File: config.mk
export PLATFORM = sky130hd
export DESIGN_NAME = scc_top
export DESIGN_NICKNAME = d
export VERILOG_FILES = /design/src/shared/scc_pkg.sv /design/src/design/scc_top.sv /design/src/design/scc_oc_counter.sv
export SDC_FILE = /design/constraint.sdc
export NUM_CORES = 1
export LEC_CHECK = 0
export BUFFER_PORTS_ARGS = -buffer_cell sky130_fd_sc_hd__buf_2
export CORE_MARGIN = 3
export CORE_UTILIZATION = 55
export CTS_BUF_LIST = sky130_fd_sc_hd__clkbuf_8
export DETAILED_ROUTE_END_ITERATION = 8
export PLACE_DENSITY_LB_ADDON = 0.15
export SYNTH_ARGS = -nofsm -noshare
export SYNTH_HDL_FRONTEND = slang
export SYNTH_SLANG_ARGS = --single-unit
File: constraint.sdc
create_clock -name clk -period 10.7 [get_ports clk]
set_clock_uncertainty 0.15 [all_clocks]
set_input_delay 0.535 -clock clk [delete_from_list [all_inputs] [get_ports clk]]
set_output_delay 0.535 -clock clk [all_outputs]
set_load 0.01 [all_outputs]
File: src/shared/scc_pkg.sv
`default_nettype none

package scc_pkg;

    // Telegram geometry
    localparam int WORD_W = 12;
    localparam logic [3:0] BIT_CNT_FULL = 4'hC;

    // Command word fields
    localparam int CMD_MIX_A = 11;
    localparam int CMD_CODE_A_MSB = 10;
    localparam int CMD_CODE_A_LSB = 7;
    localparam int CMD_POL_A = 6;
    localparam int CMD_MIX_B = 5;
    localparam int CMD_CODE_B_MSB = 4;
    localparam int CMD_CODE_B_LSB = 1;
    localparam int CMD_POL_B = 0;
    localparam logic [11:0] CMD_RESET = 12'h000;

    // Status word fields
    localparam int ST_LOAD_MSB = 11;
    localparam int ST_LOAD_LSB = 9;
    localparam int ST_ONE = 8;
    localparam int ST_OVER_TEMP = 7;
    localparam int ST_PREWARN = 6;
    localparam int ST_SUPPLY_LOW = 5;
    localparam int ST_OC_HIGH = 4;
    localparam int ST_OPEN_B = 3;
    localparam int ST_OPEN_A = 2;
    localparam int ST_OC_B = 1;
    localparam int ST_OC_A = 0;
    localparam logic [2:0] LOAD_RESET = 3'h0;

    // Current code scale
    localparam logic [3:0] CODE_ZERO = 4'h0;
    localparam logic [3:0] CODE_FULL = 4'hF;
    localparam int FULL_SCALE_MV = 340;

    // Fault timing in chopper and oscillator cycles
    localparam logic [1:0] OC_EVENTS = 2'h3;
    localparam logic [5:0] OC_WINDOW = 6'h3F;
    localparam logic [6:0] OC_QUIET_LIMIT = 7'h40;
    localparam logic [3:0] OPEN_LOAD_LIMIT = 4'hE;
    localparam logic [3:0] OPEN_LOAD_SAT = 4'hF;

    // Pin sampling vector positions
    localparam int PIN_W = 19;
    localparam int PIN_SCK = 0;
    localparam int PIN_CS_N = 1;
    localparam int PIN_SDI = 2;
    localparam int PIN_EN_N = 3;
    localparam int PIN_SPE = 4;
    localparam int PIN_REF_N = 5;
    localparam int PIN_PWM = 6;
    localparam int PIN_OSC = 7;
    localparam int PIN_OFF_A = 8;
    localparam int PIN_OFF_B = 9;
    localparam int PIN_OC_A = 10;
    localparam int PIN_OC_B = 11;
    localparam int PIN_OC_HS = 12;
    localparam int PIN_OT = 13;
    localparam int PIN_HEAT_PREWARN_FLAG = 14;
    localparam int PIN_UV = 15;
    localparam int PIN_LOAD_LSB = 16;
    localparam int PIN_LOAD_MSB = 18;
    localparam logic [18:0] PIN_RESET = 19'h0000A;

    typedef enum logic [0:0] {
        SPI_IDLE = 1'b0,
        SPI_ACTIVE = 1'b1
    } scc_spi_state_type;

endpackage

`default_nettype wire

File: src/design/scc_top.sv
// What this block does
// - Bits 11..6: mix A, code A, polarity A
// - Bits 5..0: mix B, code B, polarity B
// - Polarity zero drives out1 to out2
// - Status MSB first, load 11..9, bit8 one
// - Bits 7,6,5: overtemp, prewarn, undervoltage
// - Overcurrent flags after 3 hits; 64 quiet cycles reset the count
// - Open load after 15 cycles without switch-off
// - Code zero holds bridge in slow decay
// - Code scales linearly, fifteen steps to full
// - Reset or disable clears command register
// - Both codes zero clears overcurrent, standby
// - Open load reads zero at code zero
// - Faults also raise open load flags
// - Enable pin low active, high disables
// - Reference select low picks external reference, only in enabled serial mode
// - Serial output is tri-state capable
// - Load indicator refreshed once per full step
// - Disable in serial mode resets serial logic
// - Disable clears all status flags
`timescale 1ns/10ps
`default_nettype none

module scc_top (
    // Clock and reset
    input wire logic clk,
    input wire logic rst_n,
    // Serial link
    input wire logic serial_clk,
    input wire logic chip_select_n,
    input wire logic serial_din,
    output logic serial_dout,
    output logic serial_dout_oe,
    // Mode pins
    input wire logic device_enable_n,
    input wire logic serial_mode_select,
    input wire logic ext_ref_select_n,
    // Chopper and analog events
    input wire logic pwm_cycle_start,
    input wire logic osc_cycle,
    input wire logic pwm_switchoff_a,
    input wire logic pwm_switchoff_b,
    input wire logic overcurrent_low_a,
    input wire logic overcurrent_low_b,
    input wire logic overcurrent_high,
    input wire logic over_temp,
    input wire logic heat_prewarn,
    input wire logic supply_low,
    input wire logic [2:0] load_level,
    // Coil settings
    output logic mixdecay_en_a,
    output logic [3:0] coil_a_current_code,
    output logic polarity_a,
    output logic mixdecay_en_b,
    output logic [3:0] coil_b_current_code,
    output logic polarity_b,
    output logic ref_external_a,
    output logic ref_external_b,
    // Bridge drive
    output logic bridge_a_out1,
    output logic bridge_a_out2,
    output logic bridge_b_out1,
    output logic bridge_b_out2,
    output logic chopper_active_a,
    output logic chopper_active_b,
    // Power state
    output logic low_power_standby,
    output logic shutdown
);

    logic rst_meta_q, rst_sync_q;
    logic [scc_pkg::PIN_W-1:0] pin_meta_q, pin_sync_q, pin_prev_q;
    logic [scc_pkg::PIN_W-1:0] pin_raw;
    logic [scc_pkg::PIN_W-1:0] pin_rise;

    // Reset release through two flops
    always_ff @(posedge clk or negedge rst_n) begin
        if (!rst_n) begin
            rst_meta_q <= 1'b0;
            rst_sync_q <= 1'b0;
        end else begin
            rst_meta_q <= 1'b1;
            rst_sync_q <= rst_meta_q;
        end
    end

    assign pin_raw = {load_level, supply_low, heat_prewarn, over_temp, overcurrent_high,
                      overcurrent_low_b, overcurrent_low_a, pwm_switchoff_b, pwm_switchoff_a,
                      osc_cycle, pwm_cycle_start, ext_ref_select_n, serial_mode_select,
                      device_enable_n, serial_din, chip_select_n, serial_clk};

    // Every pin passes two flops; the third only feeds edge detection
    always_ff @(posedge clk or negedge rst_sync_q) begin
        if (!rst_sync_q) begin
            pin_meta_q <= scc_pkg::PIN_RESET;
            pin_sync_q <= scc_pkg::PIN_RESET;
            pin_prev_q <= scc_pkg::PIN_RESET;
        end else begin
            pin_meta_q <= pin_raw;
            pin_sync_q <= pin_meta_q;
            pin_prev_q <= pin_sync_q;
        end
    end

    assign pin_rise = pin_sync_q & ~pin_prev_q;

    logic disabled;
    logic serial_on;
    logic sck_rise, sck_fall, cs_fall, cs_rise, cs_low;

    assign disabled = pin_sync_q[scc_pkg::PIN_EN_N];
    assign serial_on = pin_sync_q[scc_pkg::PIN_SPE] && !disabled;
    assign sck_rise = pin_rise[scc_pkg::PIN_SCK];
    assign sck_fall = !pin_sync_q[scc_pkg::PIN_SCK] && pin_prev_q[scc_pkg::PIN_SCK];
    assign cs_fall = !pin_sync_q[scc_pkg::PIN_CS_N] && pin_prev_q[scc_pkg::PIN_CS_N];
    assign cs_rise = pin_rise[scc_pkg::PIN_CS_N];
    assign cs_low = !pin_sync_q[scc_pkg::PIN_CS_N];

    // Serial state
    scc_pkg::scc_spi_state_type spi_q, spi_d;
    logic [11:0] rx_q, rx_d;
    logic [11:0] tx_q, tx_d;
    logic [3:0] cnt_q, cnt_d;
    logic [11:0] cmd_q, cmd_d;
    logic [2:0] load_q, load_d;
    logic commit;
    logic [11:0] status_word;

    always_comb begin
        spi_d = spi_q;
        rx_d = rx_q;
        tx_d = tx_q;
        cnt_d = cnt_q;
        cmd_d = cmd_q;
        load_d = load_q;
        commit = 1'b0;
        case (spi_q)
            scc_pkg::SPI_IDLE: begin
                if (cs_fall) begin
                    spi_d = scc_pkg::SPI_ACTIVE;
                    cnt_d = 4'h0;
                    tx_d = status_word;
                end
            end
            scc_pkg::SPI_ACTIVE: begin
                if (cs_rise) begin
                    spi_d = scc_pkg::SPI_IDLE;
                    // Short telegrams are dropped; longer ones keep the last twelve bits
                    commit = cnt_q == scc_pkg::BIT_CNT_FULL;
                end else if (sck_rise) begin
                    rx_d = {rx_q[10:0], pin_sync_q[scc_pkg::PIN_SDI]};
                    if (cnt_q != scc_pkg::BIT_CNT_FULL) begin
                        cnt_d = cnt_q + 4'h1;
                    end
                end else if (sck_fall) begin
                    tx_d = {tx_q[10:0], 1'b0};
                end
            end
            default: begin
                spi_d = scc_pkg::SPI_IDLE;
            end
        endcase
        if (commit) begin
            cmd_d = rx_q;
            // Full step seen as a polarity change on either coil
            if (rx_q[scc_pkg::CMD_POL_A] != cmd_q[scc_pkg::CMD_POL_A] ||
                rx_q[scc_pkg::CMD_POL_B] != cmd_q[scc_pkg::CMD_POL_B]) begin
                load_d = pin_sync_q[scc_pkg::PIN_LOAD_MSB:scc_pkg::PIN_LOAD_LSB];
            end
        end
        if (!serial_on) begin
            spi_d = scc_pkg::SPI_IDLE;
            rx_d = scc_pkg::CMD_RESET;
            tx_d = scc_pkg::CMD_RESET;
            cnt_d = 4'h0;
        end
        if (disabled) begin
            cmd_d = scc_pkg::CMD_RESET;
            load_d = scc_pkg::LOAD_RESET;
        end
    end

    always_ff @(posedge clk or negedge rst_sync_q) begin
        if (!rst_sync_q) begin
            spi_q <= scc_pkg::SPI_IDLE;
            rx_q <= scc_pkg::CMD_RESET;
            tx_q <= scc_pkg::CMD_RESET;
            cnt_q <= 4'h0;
            cmd_q <= scc_pkg::CMD_RESET;
            load_q <= scc_pkg::LOAD_RESET;
        end else begin
            spi_q <= spi_d;
            rx_q <= rx_d;
            tx_q <= tx_d;
            cnt_q <= cnt_d;
            cmd_q <= cmd_d;
            load_q <= load_d;
        end
    end

    logic [3:0] code_a, code_b;
    logic zero_a, zero_b;
    logic oc_clear;

    assign code_a = cmd_q[scc_pkg::CMD_CODE_A_MSB:scc_pkg::CMD_CODE_A_LSB];
    assign code_b = cmd_q[scc_pkg::CMD_CODE_B_MSB:scc_pkg::CMD_CODE_B_LSB];
    assign zero_a = code_a == scc_pkg::CODE_ZERO;
    assign zero_b = code_b == scc_pkg::CODE_ZERO;
    // Both-zero telegram clears overcurrent; disable clears it as well
    assign oc_clear = disabled || (commit && rx_q[scc_pkg::CMD_CODE_A_MSB:scc_pkg::CMD_CODE_A_LSB] ==
                      scc_pkg::CODE_ZERO && rx_q[scc_pkg::CMD_CODE_B_MSB:scc_pkg::CMD_CODE_B_LSB] ==
                      scc_pkg::CODE_ZERO);

    logic oc_a, oc_b, oc_hs, blk_a, blk_b, blk_hs;

    scc_oc_counter u_oc_a (
        .clk(clk),
        .rst_n(rst_sync_q),
        .clear(oc_clear),
        .pwm_tick(pin_rise[scc_pkg::PIN_PWM]),
        .oc_hit(pin_rise[scc_pkg::PIN_OC_A]),
        .flag(oc_a),
        .block(blk_a)
    );

    scc_oc_counter u_oc_b (
        .clk(clk),
        .rst_n(rst_sync_q),
        .clear(oc_clear),
        .pwm_tick(pin_rise[scc_pkg::PIN_PWM]),
        .oc_hit(pin_rise[scc_pkg::PIN_OC_B]),
        .flag(oc_b),
        .block(blk_b)
    );

    scc_oc_counter u_oc_hs (
        .clk(clk),
        .rst_n(rst_sync_q),
        .clear(oc_clear),
        .pwm_tick(pin_rise[scc_pkg::PIN_PWM]),
        .oc_hit(pin_rise[scc_pkg::PIN_OC_HS]),
        .flag(oc_hs),
        .block(blk_hs)
    );

    // Open load watch per bridge
    logic [3:0] ol_cnt_a_q, ol_cnt_a_d, ol_cnt_b_q, ol_cnt_b_d;
    logic ol_a, ol_b, fault_any;
    logic ot, heat_prewarn_flag, uv;

    assign ot = pin_sync_q[scc_pkg::PIN_OT] && !disabled;
    assign heat_prewarn_flag = pin_sync_q[scc_pkg::PIN_HEAT_PREWARN_FLAG] && !disabled;
    assign uv = pin_sync_q[scc_pkg::PIN_UV] && !disabled;

    always_comb begin
        ol_cnt_a_d = ol_cnt_a_q;
        ol_cnt_b_d = ol_cnt_b_q;
        if (pin_rise[scc_pkg::PIN_OFF_A] || zero_a || disabled) begin
            ol_cnt_a_d = 4'h0;
        end else if (pin_rise[scc_pkg::PIN_OSC] && ol_cnt_a_q != scc_pkg::OPEN_LOAD_SAT) begin
            ol_cnt_a_d = ol_cnt_a_q + 4'h1;
        end
        if (pin_rise[scc_pkg::PIN_OFF_B] || zero_b || disabled) begin
            ol_cnt_b_d = 4'h0;
        end else if (pin_rise[scc_pkg::PIN_OSC] && ol_cnt_b_q != scc_pkg::OPEN_LOAD_SAT) begin
            ol_cnt_b_d = ol_cnt_b_q + 4'h1;
        end
    end

    always_ff @(posedge clk or negedge rst_sync_q) begin
        if (!rst_sync_q) begin
            ol_cnt_a_q <= 4'h0;
            ol_cnt_b_q <= 4'h0;
        end else begin
            ol_cnt_a_q <= ol_cnt_a_d;
            ol_cnt_b_q <= ol_cnt_b_d;
        end
    end

    // Faults stop switching, so they show as open load too
    assign fault_any = oc_a || oc_b || oc_hs || uv || ot;
    // Zero code wins: with no chopping there is nothing to judge
    assign ol_a = !zero_a && !disabled && (ol_cnt_a_q > scc_pkg::OPEN_LOAD_LIMIT || fault_any);
    assign ol_b = !zero_b && !disabled && (ol_cnt_b_q > scc_pkg::OPEN_LOAD_LIMIT || fault_any);

    always_comb begin
        status_word = 12'h000;
        status_word[scc_pkg::ST_LOAD_MSB:scc_pkg::ST_LOAD_LSB] = load_q;
        status_word[scc_pkg::ST_ONE] = 1'b1;
        status_word[scc_pkg::ST_OVER_TEMP] = ot;
        status_word[scc_pkg::ST_PREWARN] = heat_prewarn_flag;
        status_word[scc_pkg::ST_SUPPLY_LOW] = uv;
        status_word[scc_pkg::ST_OC_HIGH] = oc_hs;
        status_word[scc_pkg::ST_OPEN_B] = ol_b;
        status_word[scc_pkg::ST_OPEN_A] = ol_a;
        status_word[scc_pkg::ST_OC_B] = oc_b;
        status_word[scc_pkg::ST_OC_A] = oc_a;
    end

    // Bridge drive, registered
    logic chop_a_q, chop_a_d, chop_b_q, chop_b_d;
    logic a1_q, a1_d, a2_q, a2_d, b1_q, b1_d, b2_q, b2_d;
    logic stop_all;

    // Undervoltage and overtemperature stop both bridges
    assign stop_all = disabled || ot || uv || blk_hs;

    always_comb begin
        chop_a_d = !zero_a && !stop_all && !blk_a;
        chop_b_d = !zero_b && !stop_all && !blk_b;
        // Idle bridge rests with both high sides off, i.e. slow decay
        a1_d = chop_a_d && !cmd_q[scc_pkg::CMD_POL_A];
        a2_d = chop_a_d && cmd_q[scc_pkg::CMD_POL_A];
        b1_d = chop_b_d && !cmd_q[scc_pkg::CMD_POL_B];
        b2_d = chop_b_d && cmd_q[scc_pkg::CMD_POL_B];
    end

    always_ff @(posedge clk or negedge rst_sync_q) begin
        if (!rst_sync_q) begin
            chop_a_q <= 1'b0;
            chop_b_q <= 1'b0;
            a1_q <= 1'b0;
            a2_q <= 1'b0;
            b1_q <= 1'b0;
            b2_q <= 1'b0;
        end else begin
            chop_a_q <= chop_a_d;
            chop_b_q <= chop_b_d;
            a1_q <= a1_d;
            a2_q <= a2_d;
            b1_q <= b1_d;
            b2_q <= b2_d;
        end
    end

    assign mixdecay_en_a = cmd_q[scc_pkg::CMD_MIX_A];
    assign coil_a_current_code = code_a;
    assign polarity_a = cmd_q[scc_pkg::CMD_POL_A];
    assign mixdecay_en_b = cmd_q[scc_pkg::CMD_MIX_B];
    assign coil_b_current_code = code_b;
    assign polarity_b = cmd_q[scc_pkg::CMD_POL_B];
    // Only meaningful in serial mode; stand-alone uses the inputs directly
    assign ref_external_a = !pin_sync_q[scc_pkg::PIN_REF_N] && serial_on;
    assign ref_external_b = !pin_sync_q[scc_pkg::PIN_REF_N] && serial_on;
    assign bridge_a_out1 = a1_q;
    assign bridge_a_out2 = a2_q;
    assign bridge_b_out1 = b1_q;
    assign bridge_b_out2 = b2_q;
    assign chopper_active_a = chop_a_q;
    assign chopper_active_b = chop_b_q;
    assign low_power_standby = zero_a && zero_b;
    assign shutdown = disabled && pin_sync_q[scc_pkg::PIN_SPE];
    assign serial_dout = tx_q[scc_pkg::WORD_W-1];
    assign serial_dout_oe = cs_low && serial_on && spi_q == scc_pkg::SPI_ACTIVE;

endmodule

`default_nettype wire

File: src/design/scc_oc_counter.sv
`timescale 1ns/10ps
`default_nettype none

module scc_oc_counter (
    // Clock and reset
    input wire logic clk,
    input wire logic rst_n,
    // Events
    input wire logic clear,
    input wire logic pwm_tick,
    input wire logic oc_hit,
    // Result
    output logic flag,
    output logic block
);

    logic [1:0] err_q, err_d;
    logic [6:0] quiet_q, quiet_d;
    logic [5:0] block_q, block_d;
    logic flag_q, flag_d;
    logic set;

    always_comb begin
        err_d = err_q;
        quiet_d = quiet_q;
        block_d = block_q;
        set = 1'b0;
        if (pwm_tick && block_q != 6'h00) begin
            block_d = block_q - 6'h01;
        end
        if (oc_hit) begin
            quiet_d = 7'h00;
            if (err_q + 2'h1 == scc_pkg::OC_EVENTS) begin
                set = 1'b1;
                err_d = 2'h0;
                block_d = scc_pkg::OC_WINDOW;
            end else begin
                err_d = err_q + 2'h1;
            end
        end else if (pwm_tick) begin
            // Error count forgets once the quiet window is complete, not one tick later
            if (quiet_q != scc_pkg::OC_QUIET_LIMIT) begin
                quiet_d = quiet_q + 7'h01;
            end
            if (quiet_d == scc_pkg::OC_QUIET_LIMIT) begin
                err_d = 2'h0;
            end
        end
        if (clear && !set) begin
            err_d = 2'h0;
            block_d = 6'h00;
        end
        // Set wins over a clear in the same cycle
        flag_d = (flag_q && !clear) || set;
    end

    always_ff @(posedge clk or negedge rst_n) begin
        if (!rst_n) begin
            err_q <= 2'h0;
            quiet_q <= 7'h00;
            block_q <= 6'h00;
            flag_q <= 1'b0;
        end else begin
            err_q <= err_d;
            quiet_q <= quiet_d;
            block_q <= block_d;
            flag_q <= flag_d;
        end
    end

    assign flag = flag_q;
    assign block = block_q != 6'h00;

endmodule

`default_nettype wire

==> out/qor.json, run 1 <==
{
  "die": {
    "initial_standard_cell_utilization_of_the_core_pct": 56.6,
    "dieWidth_um": 118,
    "core_area_um2": 12100,
    "boundaryPins": 45,
    "design.die.area_um2": 13800,
    "core.rowCount": 40,
    "die_height_um": 118
  },
  "finish": {
    "final_net_count": 703,
    "mostFrequentLayoutCells": "dfrtp_1 (149), nor2_1 (88), buf_2 (44)",
    "commonest_non_fill_non_tap_cell_in_the_layout": "dfrtp_1",
    "instances_no_fill": 845,
    "antennaDiodeCount": 0,
    "layout-drive-gt1-share_pct": 15.2,
    "area.growth.synth_to_final_pct": 10.2
  },
  "timing": {
    "layout_setup_ws_ns": 7.89,
    "slew_headroom_pct": 28.9,
    "worstMarginPinSlew_ns": 1.07,
    "timing_hold_violations_final": 0,
    "final_min_period_over_clock_period_pct": 26.2,
    "unrepaired_setup_endpoints_after_global_routing": "no",
    "timing.hold.ws_ns": 0.0336,
    "max_clock_freq_mhz": 356,
    "report.final.setup_viol": 0,
    "final.min_clock_period_ns": 2.81,
    "report.final.slew_viol_count": 0,
    "tns_ns": 0
  },
  "cts": {
    "insertion_delay_ns": 0.45,
    "h_tree_depth_reported_by_cts": 4,
    "postCtsSetupRepairBufs": 0,
    "cts_resized": 0,
    "sinks_on_clock_net": 155,
    "clock-root-buffer": "clkbuf_8",
    "cts.path.max_buffers": 2,
    "clk_transition_reported_paths_ns": 0.08,
    "cts-buffers-inserted": 17,
    "cts_tree": "built"
  },
  "place": {
    "placed_cells": 812,
    "place_congestion": 0.812,
    "dpl_worst_slack_ns": 8.14,
    "post-dp-hpwl_mm": 8.87,
    "portBuffers": 44
  },
  "routing": {
    "drc_marker_count_from_the_first_detailed_route_iteration": 313,
    "route.antenna.remaining_nets": 0,
    "first_pass_iters": 4,
    "postRouteWirelength_mm": 12.8,
    "num_vias": 4636,
    "post_drt_via_cell_ratio": 5.49,
    "routed_wire_length_per_instance_um": 15.1,
    "drc_errors": 0
  },
  "global_route": {
    "grt_first_pass_wirelength_mm": 22.3,
    "grt-ovfl-total": 0,
    "grt_use_total_pct": 19.7,
    "grt_antenna_before_repair": 0,
    "pin_count_of_the_biggest_net_entering_global_routing": 90,
    "grt_pass1_vias": 4657
  },
  "power_and_ir_drop": {
    "power.density_nw_per_um2": 176,
    "report.power.total_mw": 1.33,
    "vdd_ir_drop_max_mv": 0.143,
    "pleak_nw": 3.39
  },
  "setup_path": {
    "critPathSlowestCell": "nor4_1",
    "path_delay_family": "simple AND/OR/NAND/NOR gates",
    "timing.critical_path.cells": "nor4_1 > and2_1 > buf_2",
    "endpoint_kind": "output port",
    "crit_path_start_kind": "flip-flop",
    "timing.critical_path.slowest_cell_delay_ns": 0.90,
    "cp_max_fo": 5,
    "timing.critical_path.buf_inv": 1,
    "reg2reg_slack_ns": 8.11,
    "worstSetupPathType": "reg -> out",
    "critical_path_required_ns": 10.02,
    "critPathArrivalTime_ns": 2.12
  },
  "synthesis": {
    "asyncSetResetFlopFracSynth_pct": 100,
    "ys.warnings.count": 0,
    "synth-seq-cells": 155,
    "synth.lib_cells_used.distinct": 57,
    "syn_area_um2": 6850,
    "synth_nets": 658,
    "portion_of_the_post_synthesis_area_used_by_sequential_elements_pct": 56.7,
    "post_synth_top_flop": "dfrtp_1",
    "post-synth-top-area-fraction_pct": 54.8,
    "synth_enable_flop_cells": 0,
    "synth_cells": 619,
    "yosysTopAreaCell": "dfrtp_1",
    "post_synth.cell_area_avg_um2": 11.1,
    "synthTopCellsByArea": "dfrtp_1 (55%), mux2i_1 (5.3%), nor2_1 (4.8%)"
  },
  "outcome": {
    "outcome": "finished clean"
  },
  "job": {
    "max_cap_violations": 0
  },
  "min_path": {
    "worst_hold_path_type": "in -> reg"
  }
}
area by class of cell:
class / count / area, um^2
Multi-Input combinational cell: 419 / 2740
Timing Repair Buffer: 50 / 268
Clock inverter: 14 / 123
Tap cell: 168 / 210
Sequential cell: 155 / 3890
Inverter: 21 / 78.8
Fill cell: 1017 / 4560
Clock buffer: 18 / 248
final timing paths:
| kind | start | end | cells past startpoint |
|---|---|---|---|
| setup / recovery | cmd_q[8] | low_power_standby | 3 |
| min in group asynchronous | rst_sync_q | u_oc_hs.quiet_q[1] | 0 |
| hold / removal | device_enable_n | pin_meta_q[3] | 1 |
| max in group asynchronous | rst_sync_q | bridge_a_out1 | 2 |
| setup reg to reg | spi_q | u_oc_a.err_q[1] | 6 |
| hold reg to reg | rst_sync_q | u_oc_hs.quiet_q[1] | 0 |
flip-flops by register name, indices dropped and copies added, names as in the netlist, 3 cells and up:
signal           flops
u_oc_hs.block_q      6
u_oc_a.quiet_q       7
ol_cnt_b_q           4
u_oc_hs.quiet_q      7
tx_q                12
ol_cnt_a_q           4
cmd_q               12
rx_q                12
cnt_q                4
u_oc_b.quiet_q       7
pin_sync_q          19
pin_meta_q          19
pin_prev_q           9
u_oc_b.block_q       6
u_oc_a.block_q       6
load_q               3
where the power goes:
part,internal (mW),switching [mW]
clock,0.190,0.218
combinational,0.0979,0.141
sequential,0.636,0.0482
total,0.925,0.407
cells by family after synthesis:
kind of cell | Yosys count | synth area share, %
flip-flops | 155 | 56.7
adder cells (fa/ha/maj) | 19 | 3.43
XOR/XNOR | 48 | 6.13
other | 1 | 0.0547
AND/OR/NAND/NOR | 230 | 16.6
buffers and inverters | 45 | 3.36
AO/OA/AOI/OAI | 77 | 7.19
multiplexers | 44 | 6.57
synthesized netlist by cell type (all sizes together) (4+ instances only):
master	count
nor2	88
dfrtp	150
xnor2	18
dfstp	5
and3	7
mux2	8
nand4	12
nand2	34
a31o	4
a21oi	12
buf	13
mux2i	36
and2	8
nand2b	6
o21ai	32
ha	18
clkbuf	10
xor2	30
nand3	22
a31oi	10
a211oi	4
nor3	16
or3	6
nor4	9
nor2b	6
inv	21
what timing repair did:
item / 4_1_cts / 5_1_grt
hold endpoints to repair: 2 / 0
setup endpoints to repair: 0 / 0
hold buffers: 1 / 0
metal layers:
| layer | vias to the layer above | share of wire (%) | GRT usage (%) |
|---|---|---|---|
| met5 | - | 0 | 0 |
| met4 | 0 | 0.88 | 5.49 |
| met3 | 10 | 3.9 | 5.57 |
| met2 | 77 | 47 | 30.1 |
| met1 | 2328 | 48 | 27.8 |
| li1 | 2221 | - | - |
stage by stage:
step                area (um^2)  util (%)
detailed placement         7170      59.2
floorplan                  6850         -
global placement           7170      59.2
finish                     7550      62.4
CTS                        7550      62.4
global route               7550      62.4
No activity file was read; power rests on OpenSTA's default activity.
==> run 2: changes to the inputs <==
- ABC_AREA: default -> 1
- clock period: 10.7 -> 2.7 ns (I/O delays scaled with it)
==> out/qor.json, run 2 <==
{
  "outcome": {
    "outcome": "finished clean"
  },
  "finish": {
    "fill_cells": 953,
    "final_net_count": 849,
    "area_of_the_multi_input_gates_um2": 2370,
    "instances_no_fill": 966,
    "commonest_non_fill_non_tap_cell_in_the_layout": "dfrtp_1",
    "reg.largest.list": "pin_meta_q x19, pin_sync_q x19",
    "layout-drive-gt1-share_pct": 13.2,
    "mostFrequentLayoutCells": "dfrtp_1 (149), nand2_1 (118), inv_1 (104)",
    "area.growth.synth_to_final_pct": 14.3,
    "seqCellArea_um2": 3890,
    "antennaDiodeCount": 0
  },
  "global_route": {
    "grt_use_total_pct": 21.7,
    "pin_count_of_the_biggest_net_entering_global_routing": 47,
    "grt_first_pass_wirelength_mm": 23.2,
    "grt_pass1_vias": 5038,
    "grt-ovfl-total": 0,
    "grt_antenna_before_repair": 0
  },
  "synthesis": {
    "post-synth-top-count-cell": "dfrtp_1",
    "post_synth.cell_area_avg_um2": 9.22,
    "synth-seq-cells": 155,
    "synthXorXnorAreaFrac_pct": 2.07,
    "synth.mux.area_fraction_pct": 0,
    "netlist_top_cells_count": "dfrtp_1 (150), nand2_1 (118), inv_1 (104), nor2_1 (76), nand3_1 (64)",
    "post_synthesis_compound_gate_area_fraction_pct": 9.58,
    "synth.lib_cells_used.distinct": 40,
    "asyncSetResetFlopFracSynth_pct": 100,
    "ys.warnings.count": 0,
    "synth_nets": 773,
    "synth_fa_ha_area_share_pct": 3.33,
    "yosysTopAreaCell": "dfrtp_1",
    "synth_top_family_by_area": "simple AND/OR/NAND/NOR gates",
    "post_synth_top_flop": "dfrtp_1",
    "synth_cells": 734,
    "synth_enable_flop_cells": 0,
    "portion_of_the_post_synthesis_area_used_by_sequential_elements_pct": 57.4,
    "post-synth-top-area-fraction_pct": 55.5,
    "syn_area_um2": 6770,
    "synthTopCellsByArea": "dfrtp_1 (55%), nand2_1 (6.5%), inv_1 (5.8%)",
    "synth_simple_gate_area_share_pct": 20.0
  },
  "setup_path": {
    "endpoint_kind": "output port",
    "timing.critical_path.slowest_cell_delay_ns": 0.61,
    "timing.critical_path.buf_inv": 2,
    "critPathArrivalTime_ns": 1.98,
    "crit_path_start_kind": "flip-flop",
    "critical_path.startpoint": "cmd_q[8]",
    "path_delay_family": "simple AND/OR/NAND/NOR gates",
    "worst_r2r_path_depth": 8,
    "crit-reg2reg-launch": "pin_sync_q[3]",
    "cp_max_fo": 3,
    "worstSetupPathType": "reg -> out",
    "critPathSlowestCell": "nor4_1",
    "timing.critical_path.cells": "nor4_1 > inv_1 > nor2_1 > buf_2",
    "critical_path_required_ns": 2.41,
    "regToRegEndpoint": "tx_q[3]",
    "reg2reg_slack_ns": 0.74
  },
  "timing": {
    "timing_hold_violations_final": 0,
    "worstMarginPinSlew_ns": 0.789,
    "slew_headroom_pct": 47.2,
    "report.final.setup_viol": 0,
    "tns_ns": 0,
    "final_min_period_over_clock_period_pct": 83.9,
    "unrepaired_setup_endpoints_after_global_routing": "no",
    "report.final.slew_viol_count": 0,
    "final.min_clock_period_ns": 2.27,
    "max_clock_freq_mhz": 441
  },
  "power_and_ir_drop": {
    "vdd_ir_drop_max_mv": 0.505,
    "power.density_nw_per_um2": 669,
    "pleak_nw": 3.77
  },
  "cts": {
    "insertion_delay_ns": 0.45,
    "sinks_on_clock_net": 155,
    "clk_transition_reported_paths_ns": 0.08,
    "h_tree_depth_reported_by_cts": 4,
    "cts-buffers-inserted": 17,
    "cts.path.max_buffers": 2,
    "cts_tree": "built",
    "clock-root-buffer": "clkbuf_8"
  },
  "routing": {
    "num_vias": 5131,
    "drc_marker_count_from_the_first_detailed_route_iteration": 413,
    "routed_wire_length_per_instance_um": 13.9,
    "route.antenna.remaining_nets": 0,
    "post_drt_via_cell_ratio": 5.31,
    "postRouteWirelength_mm": 13.4,
    "first_pass_iters": 5,
    "drc_errors": 0
  },
  "place": {
    "placed_cells": 913,
    "portBuffers": 44,
    "place_congestion": 0.773,
    "post-dp-hpwl_mm": 9.45
  },
  "die": {
    "core.rowCount": 39,
    "die_height_um": 117,
    "design.die.area_um2": 13700,
    "core_area_um2": 11700,
    "dieWidth_um": 117,
    "initial_standard_cell_utilization_of_the_core_pct": 57.8,
    "boundaryPins": 45
  },
  "job": {
    "max_cap_violations": 0
  },
  "min_path": {
    "worst_hold_path_type": "reg -> async"
  }
}
## run 2: cell types whose count changed in the layout (fill, tap and decap cells not counted), sizes merged, moves of 20 or more
cell / previous run / this run
inv: 24 / 118
nand2: 34 / 122
nand3: 22 / 65
o21ai: 32 / 69
mux2i: 36 / 0
dlygate4sd3: 1 / 21
## run 2: cell families after synthesis
family | after synthesis
other cells | 1
flops | 155
compound gates | 115
xor+xnor | 16
buf+inv | 126
simple gates | 303
fa+ha+maj | 18
## run 2: cell type report
class / count / area share (%)
Clock buffer: 18 / 3.20
Clock inverter: 14 / 1.75
Inverter: 112 / 5.47
Multi-Input combinational cell: 453 / 30.7
Sequential cell: 155 / 50.3
Tap cell: 143 / 2.31
Timing Repair Buffer: 71 / 6.31
## run 2: worst reg2reg max path, stage by stage (launching register included)
cell     delay, ns
dfstp_2       0.69
inv_4         0.10
nand2_4       0.11
inv_2         0.12
nand2_1       0.13
nand2_2       0.19
inv_2         0.19
nor2_1        0.06
a31oi_1       0.14
## run 2: worst max path at each step
stage	end	cells after the start	slack [ns]
global route	low_power_standby	4	0.27
floorplan	bridge_a_out1	0	0.94
CTS	low_power_standby	4	0.35
global placement	tx_q[11]	8	0.80
finish	low_power_standby	4	0.43
detailed placement	u_oc_hs.block_q[3]	9	0.75
## run 2: layer usage
layer / GRT usage, % / vias to the layer above / routed length [um]
met2: 34.4 / 113 / 6510
li1: - / 2543 / -
met5: 0 / - / 0
met4: 7.49 / 0 / 195
met3: 4.99 / 18 / 534
met1: 29.8 / 2457 / 6190
## run 2: what timing repair did
item | CTS | global route
gates resized for setup | 0 | 0
endpoints found under the hold margin | 21 | 0
hold buffers | 21 | 0
setup endpoints to repair | 0 | 0
buffers inserted | 0 | 0
## run 2: power by group
| group | switching (mW) | total [mW] | internal, mW |
|---|---|---|---|
| logic | 0.543 | 0.861 | 0.319 |
| registers | 0.132 | 2.62 | 2.49 |
| clock network | 0.915 | 1.69 | 0.772 |
## run 2: through the flow
| step | area, um^2 | total power, mW | hold WS (ns) | utilization, % | worst slack [ns] |
|---|---|---|---|---|---|
| after floorplan | 6770 | 3.29 | -0.311 | - | 0.937 |
| after global placement | 7140 | 3.44 | -0.231 | 61.0 | 0.801 |
| after detailed placement | 7140 | 3.50 | -0.228 | 61.0 | 0.752 |
| after CTS | 7730 | 5.22 | 0.120 | 66.0 | 0.346 |
| after global routing | 7730 | 5.48 | 0.141 | 66.0 | 0.266 |
| final | 7730 | 5.17 | 0.152 | 66.0 | 0.434 |
==> run 3: changes to the inputs <==
- clock period: 2.7 -> 2.25 ns (I/O delays scaled with it)
==> out/qor.json, run 3 (synthesis results as in run 2) <==
{
  "outcome": {
    "outcome": "finished clean"
  },
  "routing": {
    "drc_marker_count_from_the_first_detailed_route_iteration": 376,
    "postRouteWirelength_mm": 13.6,
    "route.antenna.remaining_nets": 0,
    "post_drt_via_cell_ratio": 5.43,
    "first_pass_iters": 5,
    "num_vias": 5246,
    "drc_errors": 0,
    "routed_wire_length_per_instance_um": 14.1
  },
  "min_path": {
    "worst_hold_path_type": "reg -> async"
  },
  "timing": {
    "tns_ns": 0,
    "max_clock_freq_mhz": 491,
    "unrepaired_setup_endpoints_after_global_routing": "no",
    "final_min_period_over_clock_period_pct": 90.5,
    "worstMarginPinSlew_ns": 0.558,
    "final.min_clock_period_ns": 2.04,
    "layout_setup_ws_ns": 0.214,
    "report.final.slew_viol_count": 0,
    "slew_headroom_pct": 62.8,
    "timing_hold_violations_final": 0,
    "report.final.setup_viol": 0
  },
  "die": {
    "core_area_um2": 11700,
    "dieWidth_um": 117,
    "core.rowCount": 39,
    "initial_standard_cell_utilization_of_the_core_pct": 57.8,
    "die_height_um": 117,
    "design.die.area_um2": 13700,
    "boundaryPins": 45
  },
  "global_route": {
    "grt_first_pass_wirelength_mm": 23.6,
    "grt_antenna_before_repair": 0,
    "grt-ovfl-total": 0,
    "grt_use_total_pct": 22.2,
    "pin_count_of_the_biggest_net_entering_global_routing": 59,
    "grt_pass1_vias": 5296
  },
  "cts": {
    "clk_transition_reported_paths_ns": 0.08,
    "cts.path.max_buffers": 2,
    "postCtsSetupRepairBufs": 0,
    "h_tree_depth_reported_by_cts": 4,
    "clock-root-buffer": "clkbuf_8",
    "insertion_delay_ns": 0.45,
    "sinks_on_clock_net": 155,
    "cts_tree": "built",
    "cts-buffers-inserted": 17
  },
  "setup_path": {
    "critical_path.startpoint": "pin_sync_q[3]",
    "critical_path_required_ns": 1.99,
    "worstSetupPathType": "reg -> out",
    "crit_path_start_kind": "flip-flop",
    "crit-reg2reg-launch": "pin_sync_q[3]",
    "endpoint_kind": "output port",
    "cp_max_fo": 15,
    "critPathArrivalTime_ns": 1.77
  },
  "power_and_ir_drop": {
    "power_frac_comb_pct": 17.2,
    "total_switching_power_mw": 1.80,
    "power_frac_seq_pct": 52.2,
    "pleak_nw": 3.77,
    "power_frac_clock_pct": 30.6,
    "power.density_nw_per_um2": 780,
    "p_int_mw": 4.22,
    "vdd_ir_drop_max_mv": 0.521,
    "switching_share_pct": 29.9
  },
  "finish": {
    "mostFrequentLayoutCells": "dfrtp_1 (149), nand2_1 (118), inv_1 (108)",
    "final_net_count": 850,
    "commonest_non_fill_non_tap_cell_in_the_layout": "dfrtp_1",
    "antennaDiodeCount": 0,
    "reg.largest.list": "pin_meta_q x19, pin_sync_q x19",
    "layout-drive-gt1-share_pct": 13.0,
    "area.growth.synth_to_final_pct": 14.1,
    "finished_layout_cell_area_um2": 7720
  },
  "place": {
    "dpl_worst_slack_ns": 0.229,
    "post-dp-hpwl_mm": 9.78,
    "place_congestion": 0.819,
    "portBuffers": 44,
    "placement.cell_area_um2": 7160
  },
  "job": {
    "max_cap_violations": 0
  }
}
[run 3: cell count changes in the layout (fill, tap and decap cells not counted), sizes merged]
cell      before  now
clkbuf        18   17
buf           50   51
clkinvlp       3    4
clkinv         4    5
inv          118  117
[run 3: worst paths after layout]
check | depth (start not counted) | slack (ns) | endpoint
worst min register to register | 0 | 0.09 | pin_meta_q[12]
min in group clk | 2 | 0.15 | pin_meta_q[15]
worst max-delay path | 6 | 0.21 | serial_dout_oe
max in group asynchronous | 1 | 1.13 | pin_meta_q[1]
worst max register to register | 8 | 0.26 | tx_q[3]
worst min-delay path | 0 | 0.09 | pin_meta_q[12]
[run 3: critical path, cell delays in order (launching register included)]
cell and delay (ns):
dfstp_2 0.45, inv_4 0.12, nand2_4 0.08, nor2_4 0.31, inv_1 0.07, nor2_1 0.13, buf_2 0.15
[run 3: area by class of cell]
cell class                      count  area, um^2
Fill cell                         900        3990
Sequential cell                   155        3890
Multi-Input combinational cell    453        2370
Timing Repair Buffer               72         508
Inverter                          112         423
Clock buffer                       17         234
Tap cell                          143         179
Clock inverter                     15         113
[run 3: metal layers]
| layer | track usage [%] | vias to the layer above | part of all wire, % |
|---|---|---|---|
| met5 | 0 | - | 0 |
| met4 | 8.87 | 0 | 2.0 |
| met3 | 5.35 | 26 | 4.5 |
| met2 | 36.8 | 129 | 49 |
| met1 | 28.2 | 2542 | 45 |
| li1 | - | 2549 | - |
[run 3: timing repair]
item / CTS / global route
endpoints found under the hold margin: 21 / 0
endpoints found under the setup margin: 0 / 2
gates resized for setup: 0 / 1
hold buffers: 21 / 0
[run 3: stage by stage]
| step | utilization [%] | instances | power (mW) | hold slack, ns |
|---|---|---|---|---|
| 3_3_place_gp | 61.1 | 914 | 4.13 | -0.251 |
| 3_5_place_dp | 61.1 | 914 | 4.20 | -0.250 |
| 6_report | 65.9 | 967 | 6.02 | 0.0944 |
| 5_1_grt | 65.9 | 967 | 6.42 | 0.119 |
| 4_1_cts | 65.9 | 967 | 6.08 | 0.111 |
| 2_1_floorplan | - | 734 | 3.95 | -0.333 |
[run 3: power groups by stage]
stage | registers, mW | logic [mW] | clock network [mW]
5_1_grt | 3.17 | 1.22 | 2.03
4_1_cts | 3.14 | 1.04 | 1.90
2_1_floorplan | 3.18 | 0.771 | 0
3_5_place_dp | 3.19 | 1.01 | 0
3_3_place_gp | 3.18 | 0.950 | 0
6_report | 3.14 | 1.04 | 1.84
